<file path="src/verilog/adc_ctrl_pkg.sv">
// Shared constants, register map and types of the converter control block
package adc_ctrl_pkg;
    // Register byte offsets
    localparam logic [7:0] OFF_CTRLA = 8'h00;
    localparam logic [7:0] OFF_CTRLB = 8'h04;
    localparam logic [7:0] OFF_CTRLC = 8'h08;
    localparam logic [7:0] OFF_CTRLD = 8'h0C;
    localparam logic [7:0] OFF_POS_SEL = 8'h10;
    localparam logic [7:0] OFF_NEG_SEL = 8'h14;
    localparam logic [7:0] OFF_COMMAND = 8'h18;
    localparam logic [7:0] OFF_EVCTRL = 8'h1C;
    localparam logic [7:0] OFF_INTCTRL = 8'h20;
    localparam logic [7:0] OFF_INTFLAGS = 8'h24;
    localparam logic [7:0] OFF_RESULT = 8'h28;
    // Field positions and widths
    localparam int CTRLA_ENABLE = 0;
    localparam int CTRLA_FREE_RUNNING = 1;
    localparam int CTRLA_RESOLUTION = 2;
    localparam int CTRLA_LEFT_ADJUST = 3;
    localparam int CTRLA_CONV_MODE = 4;
    localparam int CTRLB_TRUNCATE = 3;
    localparam int SEL_W = 7;
    localparam int DATA_W = 12;
    localparam int RES_W = 16;
    localparam int ACC_W = 19;
    // Converter clock cycles per phase; half cycle of conversion rounded up
    localparam logic [7:0] SAMPLE_TICKS = 8'h02;
    localparam logic [7:0] CONVERT_TICKS = 8'h0E;
    typedef struct packed {
        logic enable;
        logic free_running;
        logic resolution_select;
        logic left_adjust;
        logic conversion_mode;
        logic [2:0] sample_count;
        logic truncate;
        logic [2:0] prescaler_select;
        logic [7:0] init_delay;
        logic [SEL_W-1:0] positive_input_select;
        logic [SEL_W-1:0] negative_input_select;
        logic start_event_input;
        logic ready_irq_enable;
    } ctrl_t;
    localparam ctrl_t CTRL_RESET = '0;
    typedef enum logic [2:0] {
        S_IDLE, S_START, S_INIT, S_SAMPLE, S_CONVERT, S_ACCUM, S_DONE
    } conv_state_t;
endpackage

</file>
<file path="src/verilog/adc_prescaler.sv">
// Converter clock enable divider, held in reset while idle
`timescale 1ns/1ps
`default_nettype none
module adc_prescaler (
    // Clock and reset
    input wire logic clk,
    input wire logic rst_n,
    // Control
    input wire logic run,
    input wire logic [2:0] select,
    // Converter clock enable
    output logic tick
);
    logic [7:0] count;
    logic [7:0] last;

    // Divide by 2^(select+1); select 7 wraps to 255 on purpose
    assign last = 8'((8'h02 << select) - 8'h01);

    always_ff @(posedge clk or negedge rst_n) begin
        if (!rst_n) begin
            count <= 8'h00;
            tick <= 1'b0;
        end else if (!run) begin
            count <= 8'h00;
            tick <= 1'b0;
        end else if (count == last) begin
            count <= 8'h00;
            tick <= 1'b1;
        end else begin
            count <= 8'(count + 8'h01);
            tick <= 1'b0;
        end
    end
endmodule
`default_nettype wire

</file>
<file path="src/verilog/adc_accumulator.sv">
// Sample accumulator and result formatting
`timescale 1ns/1ps
`default_nettype none
module adc_accumulator (
    // Clock and reset
    input wire logic clk,
    input wire logic rst_n,
    // Sequencing
    input wire logic clear,
    input wire logic add,
    input wire logic finish,
    input wire logic [adc_ctrl_pkg::DATA_W-1:0] sample,
    // Format settings
    input wire logic [2:0] sample_count,
    input wire logic truncate,
    input wire logic differential,
    input wire logic res10,
    input wire logic left_adjust,
    // Result
    output logic [adc_ctrl_pkg::RES_W-1:0] result
);
    import adc_ctrl_pkg::*;
    logic signed [ACC_W-1:0] acc;
    logic signed [ACC_W-1:0] ext;
    logic signed [ACC_W-1:0] val;
    logic [RES_W-1:0] next_result;

    // Differential samples are two's complement, single-ended unsigned
    assign ext = differential ? ACC_W'(signed'(sample)) : ACC_W'(sample);

    always_ff @(posedge clk or negedge rst_n) begin
        if (!rst_n) begin
            acc <= '0;
        end else if (clear) begin
            acc <= '0;
        end else if (add) begin
            acc <= ACC_W'(acc + ext);
        end
    end

    always_comb begin
        val = acc;
        if (sample_count != 3'h0) begin
            // Truncation keeps the mean; without it the low 16 bits of the sum
            val = truncate ? (acc >>> sample_count) : acc;
        end else if (res10) begin
            val = acc >>> 2;
        end
        next_result = val[RES_W-1:0];
        if (left_adjust && sample_count == 3'h0) begin
            next_result = val[RES_W-1:0] << (res10 ? 6 : 4);
        end
    end

    always_ff @(posedge clk or negedge rst_n) begin
        if (!rst_n) begin
            result <= '0;
        end else if (finish) begin
            result <= next_result;
        end
    end
endmodule
`default_nettype wire

</file>
<file path="src/verilog/adc_conversion_control.sv">
// Converter sequencing, triggers and AHB-Lite register file
`timescale 1ns/1ps
`default_nettype none
module adc_conversion_control (
    // Clock and reset
    input wire logic hclk,
    input wire logic hresetn,
    // AHB-Lite slave
    input wire logic hsel,
    input wire logic [31:0] haddr,
    input wire logic [1:0] htrans,
    input wire logic hwrite,
    input wire logic [2:0] hsize,
    input wire logic [31:0] hwdata,
    input wire logic hready,
    output logic hreadyout,
    output logic hresp,
    output logic [31:0] hrdata,
    // Event input
    input wire logic start_event,
    // Analog core
    input wire logic [adc_ctrl_pkg::DATA_W-1:0] core_result,
    output logic adc_clk_tick,
    output logic core_sample,
    output logic core_convert,
    output logic core_differential,
    output logic [adc_ctrl_pkg::SEL_W-1:0] core_positive_select,
    output logic [adc_ctrl_pkg::SEL_W-1:0] core_negative_select,
    // Status
    output logic result_ready_irq,
    output logic result_ready_event
);
    import adc_ctrl_pkg::*;

    ctrl_t cfg;
    conv_state_t state;
    conv_state_t next_state;
    logic dp_write;
    logic [7:0] dp_addr;
    logic accept;
    logic cmd_start;
    logic event_prev;
    logic event_start;
    logic trigger_ok;
    logic busy;
    logic result_ready;
    logic enable_prev;
    logic init_pending;
    logic [7:0] tick_count;
    logic [6:0] sample_index;
    logic [6:0] last_index;
    logic [RES_W-1:0] result;
    logic [31:0] rd_value;
    logic ready_clear;

    // Bus side
    assign accept = hsel && hready && htrans[1];

    always_ff @(posedge hclk or negedge hresetn) begin
        if (!hresetn) begin
            dp_write <= 1'b0;
            dp_addr <= 8'h00;
        end else if (hready) begin
            dp_write <= accept && hwrite;
            dp_addr <= haddr[7:0];
        end
    end

    always_ff @(posedge hclk or negedge hresetn) begin
        if (!hresetn) begin
            hreadyout <= 1'b0;
            hresp <= 1'b0;
        end else begin
            hreadyout <= 1'b1;
            hresp <= 1'b0;
        end
    end

    // Unmapped offsets read as zero
    always_comb begin
        rd_value = 32'h0;
        case (haddr[7:0])
            OFF_CTRLA: rd_value = {27'h0, cfg.conversion_mode, cfg.left_adjust, cfg.resolution_select,
                                   cfg.free_running, cfg.enable};
            OFF_CTRLB: rd_value = {28'h0, cfg.truncate, cfg.sample_count};
            OFF_CTRLC: rd_value = {29'h0, cfg.prescaler_select};
            OFF_CTRLD: rd_value = {24'h0, cfg.init_delay};
            OFF_POS_SEL: rd_value = {25'h0, cfg.positive_input_select};
            OFF_NEG_SEL: rd_value = {25'h0, cfg.negative_input_select};
            OFF_COMMAND: rd_value = {31'h0, busy};
            OFF_EVCTRL: rd_value = {31'h0, cfg.start_event_input};
            OFF_INTCTRL: rd_value = {31'h0, cfg.ready_irq_enable};
            OFF_INTFLAGS: rd_value = {31'h0, result_ready};
            OFF_RESULT: rd_value = {16'h0, result};
            default: rd_value = 32'h0;
        endcase
    end

    always_ff @(posedge hclk or negedge hresetn) begin
        if (!hresetn) begin
            hrdata <= 32'h0;
        end else if (accept && !hwrite) begin
            hrdata <= rd_value;
        end
    end

    always_ff @(posedge hclk or negedge hresetn) begin
        if (!hresetn) begin
            cfg <= CTRL_RESET;
        end else if (dp_write) begin
            case (dp_addr)
                OFF_CTRLA: begin
                    cfg.enable <= hwdata[CTRLA_ENABLE];
                    cfg.free_running <= hwdata[CTRLA_FREE_RUNNING];
                    cfg.resolution_select <= hwdata[CTRLA_RESOLUTION];
                    cfg.left_adjust <= hwdata[CTRLA_LEFT_ADJUST];
                    cfg.conversion_mode <= hwdata[CTRLA_CONV_MODE];
                end
                OFF_CTRLB: begin
                    cfg.sample_count <= hwdata[2:0];
                    cfg.truncate <= hwdata[CTRLB_TRUNCATE];
                end
                OFF_CTRLC: cfg.prescaler_select <= hwdata[2:0];
                OFF_CTRLD: cfg.init_delay <= hwdata[7:0];
                OFF_POS_SEL: cfg.positive_input_select <= hwdata[SEL_W-1:0];
                OFF_NEG_SEL: cfg.negative_input_select <= hwdata[SEL_W-1:0];
                OFF_EVCTRL: cfg.start_event_input <= hwdata[0];
                OFF_INTCTRL: cfg.ready_irq_enable <= hwdata[0];
                default: cfg <= cfg;
            endcase
        end
    end

    // Triggers
    assign cmd_start = dp_write && dp_addr == OFF_COMMAND && hwdata[0];
    assign ready_clear = dp_write && dp_addr == OFF_INTFLAGS && hwdata[0];
    // Event network runs on this clock, so no synchroniser
    assign event_start = cfg.start_event_input && start_event && !event_prev;
    // Only an idle, enabled converter accepts a trigger
    assign trigger_ok = cfg.enable && state == S_IDLE && (cmd_start || event_start);

    always_ff @(posedge hclk or negedge hresetn) begin
        if (!hresetn) begin
            event_prev <= 1'b0;
        end else begin
            event_prev <= start_event;
        end
    end

    always_ff @(posedge hclk or negedge hresetn) begin
        if (!hresetn) begin
            busy <= 1'b0;
        end else if (!cfg.enable) begin
            busy <= 1'b0;
        end else if (trigger_ok) begin
            busy <= 1'b1;
        end else if (state == S_DONE && !cfg.free_running) begin
            busy <= 1'b0;
        end
    end

    // Warm-up wait armed on each enable
    always_ff @(posedge hclk or negedge hresetn) begin
        if (!hresetn) begin
            enable_prev <= 1'b0;
            init_pending <= 1'b0;
        end else begin
            enable_prev <= cfg.enable;
            if (cfg.enable && !enable_prev) begin
                init_pending <= 1'b1;
            end else if (state == S_SAMPLE) begin
                init_pending <= 1'b0;
            end
        end
    end

    // Sequencer
    assign last_index = 7'((8'h01 << cfg.sample_count) - 8'h01);

    always_comb begin
        next_state = state;
        case (state)
            S_IDLE: begin
                if (trigger_ok) begin
                    next_state = S_START;
                end
            end
            S_START: begin
                next_state = (init_pending && cfg.init_delay != 8'h00) ? S_INIT : S_SAMPLE;
            end
            S_INIT: begin
                if (adc_clk_tick && tick_count == 8'(cfg.init_delay - 8'h01)) begin
                    next_state = S_SAMPLE;
                end
            end
            S_SAMPLE: begin
                if (adc_clk_tick && tick_count == 8'(SAMPLE_TICKS - 8'h01)) begin
                    next_state = S_CONVERT;
                end
            end
            S_CONVERT: begin
                if (adc_clk_tick && tick_count == 8'(CONVERT_TICKS - 8'h01)) begin
                    next_state = S_ACCUM;
                end
            end
            S_ACCUM: begin
                next_state = (sample_index == last_index) ? S_DONE : S_SAMPLE;
            end
            S_DONE: begin
                next_state = cfg.free_running ? S_START : S_IDLE;
            end
            default: next_state = S_IDLE;
        endcase
        if (!cfg.enable) begin
            next_state = S_IDLE;
        end
    end

    always_ff @(posedge hclk or negedge hresetn) begin
        if (!hresetn) begin
            state <= S_IDLE;
        end else begin
            state <= next_state;
        end
    end

    always_ff @(posedge hclk or negedge hresetn) begin
        if (!hresetn) begin
            tick_count <= 8'h00;
        end else if (next_state != state) begin
            tick_count <= 8'h00;
        end else if (adc_clk_tick) begin
            tick_count <= 8'(tick_count + 8'h01);
        end
    end

    always_ff @(posedge hclk or negedge hresetn) begin
        if (!hresetn) begin
            sample_index <= 7'h00;
        end else if (state == S_START) begin
            sample_index <= 7'h00;
        end else if (state == S_ACCUM) begin
            sample_index <= 7'(sample_index + 7'h01);
        end
    end

    // Channel and mode are latched per conversion
    always_ff @(posedge hclk or negedge hresetn) begin
        if (!hresetn) begin
            core_positive_select <= '0;
            core_negative_select <= '0;
            core_differential <= 1'b0;
        end else if (next_state == S_START) begin
            core_positive_select <= cfg.positive_input_select;
            core_negative_select <= cfg.negative_input_select;
            core_differential <= cfg.conversion_mode;
        end
    end

    always_ff @(posedge hclk or negedge hresetn) begin
        if (!hresetn) begin
            core_sample <= 1'b0;
            core_convert <= 1'b0;
            result_ready_event <= 1'b0;
        end else begin
            core_sample <= next_state == S_SAMPLE;
            core_convert <= next_state == S_CONVERT;
            result_ready_event <= state == S_DONE;
        end
    end

    // Set wins over a software clear in the same cycle
    always_ff @(posedge hclk or negedge hresetn) begin
        if (!hresetn) begin
            result_ready <= 1'b0;
        end else if (state == S_DONE) begin
            result_ready <= 1'b1;
        end else if (ready_clear) begin
            result_ready <= 1'b0;
        end
    end

    always_ff @(posedge hclk or negedge hresetn) begin
        if (!hresetn) begin
            result_ready_irq <= 1'b0;
        end else begin
            result_ready_irq <= result_ready && cfg.ready_irq_enable;
        end
    end

    // Held in DONE so a free-running restart also restarts the divider
    adc_prescaler u_prescaler (
        .clk(hclk),
        .rst_n(hresetn),
        .run(state != S_IDLE && state != S_DONE),
        .select(cfg.prescaler_select),
        .tick(adc_clk_tick)
    );

    adc_accumulator u_accumulator (
        .clk(hclk),
        .rst_n(hresetn),
        .clear(state == S_START),
        .add(state == S_ACCUM),
        .finish(state == S_DONE),
        .sample(core_result),
        .sample_count(cfg.sample_count),
        .truncate(cfg.truncate),
        .differential(core_differential),
        .res10(cfg.resolution_select),
        .left_adjust(cfg.left_adjust),
        .result(result)
    );
endmodule
`default_nettype wire

</file>
<file path="config.mk">
export PLATFORM = sky130hd
export DESIGN_NAME = adc_conversion_control
export DESIGN_NICKNAME = d
export VERILOG_FILES = /design/src/verilog/adc_ctrl_pkg.sv /design/src/verilog/adc_prescaler.sv /design/src/verilog/adc_accumulator.sv /design/src/verilog/adc_conversion_control.sv
export SDC_FILE = /design/constraint.sdc
export NUM_CORES = 1
export LEC_CHECK = 0
export ABC_AREA = 1
export BUFFER_PORTS_ARGS = -buffer_cell sky130_fd_sc_hd__buf_4
export CAP_MARGIN = 10
export CORE_MARGIN = 3
export CORE_UTILIZATION = 45
export CTS_CLUSTER_DIAMETER = 100
export DETAILED_ROUTE_END_ITERATION = 8
export GPL_TIMING_DRIVEN = 0
export PLACE_DENSITY = 0.68
export SYNTH_ARGS = -nofsm -noshare
export SYNTH_HDL_FRONTEND = slang
export SYNTH_HIERARCHICAL = 1
export SYNTH_SLANG_ARGS = --single-unit
</file>
<file path="constraint.sdc">
create_clock -name hclk -period 1.9 [get_ports hclk]
set_input_delay 0.38 -clock hclk [delete_from_list [all_inputs] [get_ports hclk]]
set_output_delay 0.38 -clock hclk [all_outputs]
set_load 0.05 [all_outputs]
</file>
# --- Yosys cells after proc, flatten, opt, wreduce, memory -nomap -nowiden ---
# Index checks and enable logic that the tools add are counted.
word_totals:
  ff_bits: 164
  in_bits: 87
  out_inout_bits: 54
  ramBits: 0
  wordCells: 161
  memories: 0
  romBits: 0
  latchBits: 0
classes:
  eq_ne: 36
  multipliers: 0
  n_div: 0
  shift: 4
  reduce_logical: 45
  addsub: 7
  mux: 33
  n_lt_le_gt_ge: 0
  n_bitwise: 0
op_table:
  columns: ["cell", "count"]
  rows:
  - ["$pmux W16 S11", 1]
  - ["$eq A8 B5 Y1 const B", 8]
  - ["$mux W16", 4]
  - ["$mux W19", 3]
  - ["$eq A8 B4 Y1 const B", 5]
  - ["$eq A8 B6 Y1 const B", 5]
  - ["$mux W8", 4]
  - ["$shl A16 B32 Y16", 1]
  - ["$logic_and A1 B1 Y1", 21]
  - ["$pmux W3 S7", 1]
  - ["$add A19 B19 Y19", 1]
  - ["$sshr A19 B3 Y16", 1]
  - ["$mux W3", 6]
  - ["$add A8 B1 Y8 const B", 2]
  - ["$eq A8 B3 Y1 const B", 2]
  - ["$eq A8 B8 Y1", 2]
  - ["$logic_not A8 Y1", 2]
  - ["$reduce_and A2 Y1", 8]
  - ["$sub A8 B1 Y8 const B", 2]
  - ["$mux W7", 2]
  - ["$eq A3 B3 Y1 const B", 4]
  - ["$mux W1", 11]
  - ["$eq A3 B2 Y1 const B", 3]
  - ["$eq A8 B1 Y1 const B", 1]
  - ["other kinds (16)", 25]

# --- Depth between registers and ports, before layout ---
# Gate-level depths: netlist of the first run.
depth:
  depth_word: 10
  mapped_depth: 16
  ltp_nobuf: 16

# --- Cells and area by module ---
# The synthesis of the first run kept the hierarchy.
by_module_without_submodules:
  columns: ["mod", "instances", "area_per_inst_um2", "cells_each", "seq_area_each_um2"]
  rows:
  - ["adc_conversion_control", 1, 5345.1, 670, 2602.5]
  - ["adc_accumulator", 1, 3743.6, 623, 875.8]
  - ["adc_prescaler", 1, 688.2, 99, 225.2]

# --- Worst setup path before layout of the first run ---
# Ideal clock, no wire load.
synth_timing:
  path_type: "reg-to-reg"
  startpoint: "register core_differential"
  endpoint: "register u_accumulator.acc[18]"
  period_less_slack_ns: 2.037
  required_ns: 1.782
  path_slack_ns: -0.137
  t_arrival_ns: 1.919
  stages_incl_launch_ff: 11
  setup_ns: 0.118
  n_path_buf: 0
  path_cell_list: "dfrtp_1 > nand2_1 > inv_1 > ha_1 > a21oi_1 > nand2_1 > or2_2 > nand2_1 > nand2_1 > nand3_1 > nand2_1"
synth_between:
  elab_chain_len: 4
synth_rtl:
  columns: ["element", "line", "source"]
  rows:
  - ["from (decl)", "adc_conversion_control.sv:26", "output logic core_differential,"]
  - ["from (signal assigned)", "adc_conversion_control.sv:256", "core_differential <= cfg.conversion_mode;"]
  - ["$mux W19", "adc_accumulator.sv:29", "assign ext = differential ? ACC_W'(signed'(sample)) : ACC_W'(sample);"]
  - ["$add A19 B19 Y19", "adc_accumulator.sv:37", "acc <= ACC_W'(acc + ext);"]
  - ["$mux W19", "adc_accumulator.sv:36", "end else if (add) begin"]
  - ["$mux W19", "adc_accumulator.sv:34", "end else if (clear) begin"]
  - ["to (signal assigned)", "adc_accumulator.sv:37", null]
  - ["to (decl)", "adc_accumulator.sv:23", "logic signed [ACC_W-1:0] acc;"]
# No other way between the ends. The select of a mux whose other input is x is not followed.
# A chain may end at the register's enable or synchronous reset.

# --- Worst setup path in the final report of the first run ---
layout_timing:
  startpoint: "register tick_count[1]"
  endpoint: "register core_positive_select[1] (netlist bit)"
layout_between:
  elab_chain_len: 6
  word_cells_on_any_way: 12
  cone_classes: "4 x eq/ne; 5 x mux; 3 x reduce/logical"
layout_rtl:
  columns: ["element", "line", "source"]
  rows:
  - ["from (decl)", "adc_conversion_control.sv:49", "logic [7:0] tick_count;"]
  - ["from (signal assigned)", "adc_conversion_control.sv:233", "tick_count <= 8'(tick_count + 8'h01);"]
  - ["$eq A8 B4 Y1 (tied with other cells)", "adc_conversion_control.sv:202", "if (adc_clk_tick && tick_count == 8'(CONVERT_TICKS - 8'h01)) begin"]
  - ["$logic_and A1 B1 Y1, on equally long branches", "adc_conversion_control.sv:202, adc_conversion_control.sv:192, adc_conversion_control.sv:197", null]
  - ["$mux W3, on equally long branches", "adc_conversion_control.sv:202, adc_conversion_control.sv:192, adc_conversion_control.sv:197", null]
  - ["$pmux W3 S7 (*)", "adc_conversion_control.sv:182", "case (state)"]
  - ["$mux W3 (*)", "adc_conversion_control.sv:214", "if (!cfg.enable) begin"]
  - ["$eq A3 B1 Y1 (*)", "adc_conversion_control.sv:253", "end else if (next_state == S_START) begin"]
  - ["to (signal assigned)", "adc_conversion_control.sv:254", "core_positive_select <= cfg.positive_input_select;"]
  - ["to (decl)", "adc_conversion_control.sv:27", "output logic [adc_ctrl_pkg::SEL_W-1:0] core_positive_select,"]
# Mark *: on every way between the ends. The rest lies on a longest branch, timed or not.

==> results of run 1 <==
[report_power, final]
group          internal, mW  switching, mW  leakage, nW
Clock                  2.14           1.40        0.294
Combinational          1.46           2.72         4.26
Sequential             3.52          0.334         1.79
Total                  7.13           4.45         6.35
[metrics by stage]
step / utilization [%] / setup TNS [ns] / total power, mW / setup WS [ns]
finish: 58.9 / -5.00 / 11.6 / -0.217
global route: 58.9 / -6.83 / 12.1 / -0.300
CTS: 55.1 / -1.24 / 10.9 / -0.0882
detailed placement: 50.8 / -13.92 / 7.17 / -0.395
global placement: 50.6 / -51.53 / 7.10 / -0.420
floorplan: - / 0 / 6.20 / 0.0138
[state kept, by name, summed over array words and instances (netlist names), 3 cells and up]
| register | count |
|---|---|
| cfg | 36 |
| u_accumulator/acc | 19 |
| hrdata | 16 |
| u_accumulator/result | 16 |
| dp_addr | 8 |
| tick_count | 8 |
| u_prescaler/count | 8 |
| core_negative_select | 7 |
| core_positive_select | 7 |
| sample_index | 7 |
| state | 3 |
[cells in the final DEF (no fill, tap or decap), types with 5 or more instances in the layout]
master,count
nor3_1,16
nand2_2,30
dfrtp_1,135
ha_1,5
nor2_4,16
inv_2,15
o22ai_1,13
clkbuf_1,11
or2_2,5
buf_4,135
a21oi_1,44
xnor2_1,6
xor2_1,16
conb_1,18
clkbuf_16,18
dfrtp_2,13
nand2_4,9
clkbuf_2,6
o21ai_0,87
o21ai_2,11
nand4_1,23
nand2_1,396
inv_1,139
o211ai_1,10
o21ai_1,9
nor2_1,74
nand3_1,140
nand3b_1,6
buf_6,17
buf_2,14
nand3_2,14
ha_4,15
nor2_2,17
[critical path, cell delays in order, from the launching register on]
cell      delay, ns
dfrtp_1        0.41
inv_2          0.09
ha_4           0.13
nand2_4        0.05
nor3_4         0.23
nand2_1        0.12
nand2_2        0.10
nand3b_1       0.15
nand2_2        0.17
nand4_4        0.22
buf_6          0.21
nand2_1        0.07
o21ai_2        0.05
[area by class of cell]
type                       instances  share of cell area [%]
timing repair buffer             127                    8.28
inverter                         162                    5.05
sequential                       148                    29.8
multi-input combinational       1034                    45.6
buffer                            64                    3.61
clock buffer                      21                    3.69
clock inverter                    11                    1.20
tap                              275                    2.76
[worst max path at each step]
stage	from	endpoint	slack [ns]	cells past startpoint
finish	tick_count[1]	core_positive_select[1]	-0.22	12
global route	tick_count[1]	tick_count[1]	-0.30	15
CTS	cfg[16]	core_negative_select[0]	-0.09	14
detailed placement	hready	hrdata[12]	-0.39	7
global placement	hready	hrdata[14]	-0.42	7
floorplan	core_differential	u_accumulator/acc[18]	0.01	10
[cell families after synthesis]
kind of cell	share of synthesized area, %
buffers and inverters	10.5
adder cells (fa/ha/maj)	2.89
AND/OR/NAND/NOR	34.9
other	0.0768
AO/OA/AOI/OAI	11.6
flip-flops	37.9
XOR/XNOR	2.06
[timing repair]
action,4_1_cts,5_1_grt
gates resized for setup,51,131
hold buffers,1,0
cloned,2,1
setup endpoints to repair,64,101
pin swaps,14,30
endpoints found under the hold margin,69,0
setup buffers,15,37
[per-layer routing]
| layer | vias to the layer above | GRT usage [%] |
|---|---|---|
| met5 | - | 0 |
| met4 | 2 | 6.56 |
| met3 | 67 | 4.78 |
| met2 | 414 | 37.9 |
| met1 | 4581 | 34.0 |
| li1 | 4826 | - |
==> reports/qor.txt, run 1 <==
Post-synth top cells = nand2_1, nand3_1, inv_1
CTS sink count = 148
Avg Vias per Cell = 5.37
Setup ws final = -0.217 ns
Violated checks = negative setup slack
DRT antenna net count = 0
Worst VDD drop = 0.543 mV
Setup CP Type = reg2reg
DP Wirelength = 20800 µm
First-pass GRT wire length = 46300 µm
WP data arrival = 2.44 ns
Hold Crit Class = in2reg
Largest net degree at the start of global routing = 80
Initial Utilization = 46.2%
Register area = 0.00372 mm²
Area leader, netlist = dfrtp_1
Layout cells sized above 1 = 24.3%
Seq/Total Area, Yosys = 37.9%
Area contributors post-synth = dfrtp_1, nand2_1, nand3_1
Hold Startpoint = start_event
Area grow syn2layout = 27.5%
Cell with the most instances after synthesis = nand2_1
Yosys top cell area share = 37.9%
Synthesized cell area = 0.00978 mm²
Row count = 53
Final Hold Fails = 0
Required @ worst endpoint = 2.22 ns
H-tree depth = 4
Iter 0 DRT Violations = 931
R2r setup slk = -0.22 ns
Ys flop type = dfrtp_1
Initial antenna violation count = 1
Fmax = 0.472 GHz
Vias in the first global route = 9088
Worst-path fanout max = 5
Hold Path End = event_prev
Placed Area = 0.0107 mm²
Reg2reg start = tick_count[1]
Die area = 0.0235 mm²
GRT Total Usage = 24.0%
Multi-input logic area = 0.00568 mm²
Vias = 9890
Gpl congestion = 0.926
Chip Width = 153 µm
CP endpoint kind = flop
Metal2 WL = 13800 µm
Total CTS buffers = 17
Count of non-filler cells in the finished layout = 1842
Top sig layer = met5
Syn Area/Cell = 7.02 µm²
Final Skew = 0.00901 ns
CTS tree = built
Synth async-reset ratio = 100%
Power per Cell Area = 929 mW/mm²
Total of max-cap violations = 0
Worst hold slack = 0.0695 ns
CP Launch Type = flop
Finished Cell Area = 0.0125 mm²
CTS root buffer = clkbuf_16
Post-Place Cells = 1754
WHS Path Cells = 1
Met1 Wirelength = 12900 µm
Unrepaired setup endpoints after global routing = true
Synth unique cells = 57
Met3 WL = 2180 µm
Die Height = 153 µm
Reg2reg end = core_positive_select[1]
DRC Markers = 0
Clk_lat worst skew = 0.43 ns
IO Count = 141
Status = finished, violations left
Seq cells post-synth = 148
CORE AREA = 0.0212 mm²
Total length of routed wires = 29500 µm
R2R cell count = 12
I/O Buffers = 70
Worst-case clock buffer depth = 2
Final net count = 1663
Inserted Diodes = 0
Tmin final = 2.12 ns
Syn Inst Count = 1392
Final setup fails = 26
YS warnings = 6
Leakage = 6.35 nW
Final period util = 111%
Max-slew violations = 0
Remaining global-route overflow = 0
Routed wire length per instance = 16.0 µm
Post-synth EDFFs = 0
Slew @ Worst Pin = 0.664 ns
Initial DRT Pass Iterations = 8
Clock transition at path regs = 0.06 ns
Filler Cell Count = 1872
Worst slew margin = 55.4%
No activity file was read; power rests on OpenSTA's default activity.
==> inputs of run 2 (changes only) <==
Clock period 1.9 ns to 2.2 ns, I/O delays scaled along.
==> reports/qor.txt, run 2 (same netlist as run 1, synthesis figures left out) <==
Layout cells sized above 1 = 15.3%
CORE AREA = 0.0212 mm²
I/O Buffers = 70
Vias = 9443
Largest net degree at the start of global routing = 79
Total CTS buffers = 17
Slew @ Worst Pin = 0.722 ns
CP peak stage delay = 0.46 ns
Vias in the first global route = 8992
Filler Cell Count = 2052
Remaining global-route overflow = 0
Number of flip-flops in the largest register = 36
Gpl congestion = 0.928
Final setup fails = 0
Worst-path fanout max = 6
Count of non-filler cells in the finished layout = 1794
Die Height = 153 µm
IO Count = 141
CTS root buffer = clkbuf_16
Commonest non-fill, non-tap cell in the layout = nand2_1
Placed Area = 0.0107 mm²
CP dominant cell by count = nand2_1
Worst slew margin = 51.7%
Max-slew violations = 0
Clock transition at path regs = 0.06 ns
Status = finished, violations left
DRT antenna net count = 0
Critical path cell sequence = ha_1 > nand2_2 > nor3_4 > nand2_1 > nand2_1 > nand3_1 > nor2_2 > nand3_4 > nand4_4 > buf_2 > o21ai_1
Fmax = 0.464 GHz
Final period util = 97.9%
M2 GR Usage = 36.8%
Power per Cell Area = 806 mW/mm²
Avg Vias per Cell = 5.26
Final Hold Fails = 1
H-tree depth = 4
Violated checks = negative hold slack
Post-Place Cells = 1754
Biggest regs = cfg (36), u_accumulator/acc (19)
Worst hold slack = -0.000587 ns
GRT Total Usage = 23.7%
Required @ worst endpoint = 2.51 ns
CTS sink count = 148
Worst VDD drop = 0.576 mV
Routed wire length per instance = 15.3 µm
GR Layer Usage met1 = 34.4%
WP data arrival = 2.47 ns
Leakage = 6.03 nW
CP endpoint kind = flop
Finished Cell Area = 0.0115 mm²
Busiest grt layer = met2
CP Launch Type = flop
Inserted Diodes = 0
First-pass GRT wire length = 45700 µm
Chip Width = 153 µm
Biggest register = cfg
DRC Markers = 0
Hold Crit Class = in2async
CTS tree = built
Most frequent cells in the layout = nand2_1, nand3_1, dfrtp_1, inv_1, buf_4
Initial Utilization = 46.2%
Clk_lat worst skew = 0.43 ns
Initial antenna violation count = 0
Total of max-cap violations = 0
CP max stage cell = dfrtp_1
Iter 0 DRT Violations = 810
Final design utilization = 54.4%
Final net count = 1615
Area grow syn2layout = 17.7%
Setup CP Type = reg2reg
Tmin final = 2.15 ns
Die area = 0.0235 mm²
Initial DRT Pass Iterations = 6
DP Wirelength = 21000 µm
Worst-case clock buffer depth = 2
CTS hold repair buffers = 0
Total length of routed wires = 27400 µm
Met3 Use GR = 3.48%
Final Skew = 0.0108 ns
Total power = 9.27 mW
Row count = 53
-- run 2: changes by cell type in the layout (fill, tap and decap cells not counted), sizes merged --
cell,before,now
buf,171,126
bufinv,3,2
clkinv,8,6
clkinvlp,3,4
dlygate4sd3,1,0
-- run 2: critical path: cells and delay by family (launching register included) --
family	cells	cell delay, ns
simple gates	8	1.12
compound gates	1	0.07
fa+ha+maj	1	0.19
flops	1	0.46
buf+inv	1	0.19
-- run 2: through the flow --
| stage | setup slack (ns) | setup TNS [ns] |
|---|---|---|
| global route | -0.0587 | -0.637 |
| finish | 0.0461 | 0 |
| detailed placement | -0.142 | -1.42 |
| floorplan | 0.163 | 0 |
| CTS | 0.0137 | 0 |
| global placement | -0.138 | -4.64 |
-- run 2: worst paths after layout --
kind | start | to | slack (ns) | cells after the start
worst min-delay path | hresetn | u_prescaler/count[5] | -0.0006 | 1
max in group asynchronous | hresetn | cfg[28] | 1.35 | 2
min in group hclk | start_event | event_prev | 0.13 | 1
worst max register to register | tick_count[0] | core_negative_select[0] | 0.05 | 11
worst min register to register | cfg[35] | enable_prev | 0.37 | 0
worst max-delay path | tick_count[0] | core_negative_select[0] | 0.05 | 11
-- run 2: routing by layer --
layer / vias to the layer above / routed length [µm]
li1: 4718 / -
met1: 4371 / 12900
met2: 314 / 12300
met3: 40 / 1640
met4: 0 / 517
met5: - / 0
-- run 2: layout make-up --
class	count	area (µm²)	share of cell area (%)
plain buffers	64	430	3.74
clock buffers	23	478	4.15
clock inverters	9	120	1.04
inverters	162	617	5.36
multi-input cells	1034	5190	45.1
flip-flops and latches	148	3700	32.2
well taps	275	344	2.99
repair buffers	79	618	5.37
-- run 2: repair_timing --
item,4_1_cts,5_1_grt
setup endpoints to repair,0,48
buffers inserted,0,6
resized for setup,0,36
-- run 2: power by group --
part | switching [mW] | leakage (nW) | total (mW) | internal, mW
Clock | 1.19 | 0.282 | 2.96 | 1.78
Sequential | 0.250 | 1.81 | 3.29 | 3.04
Combinational | 2.04 | 3.94 | 3.02 | 0.976
Total | 3.48 | 6.03 | 9.27 | 5.79
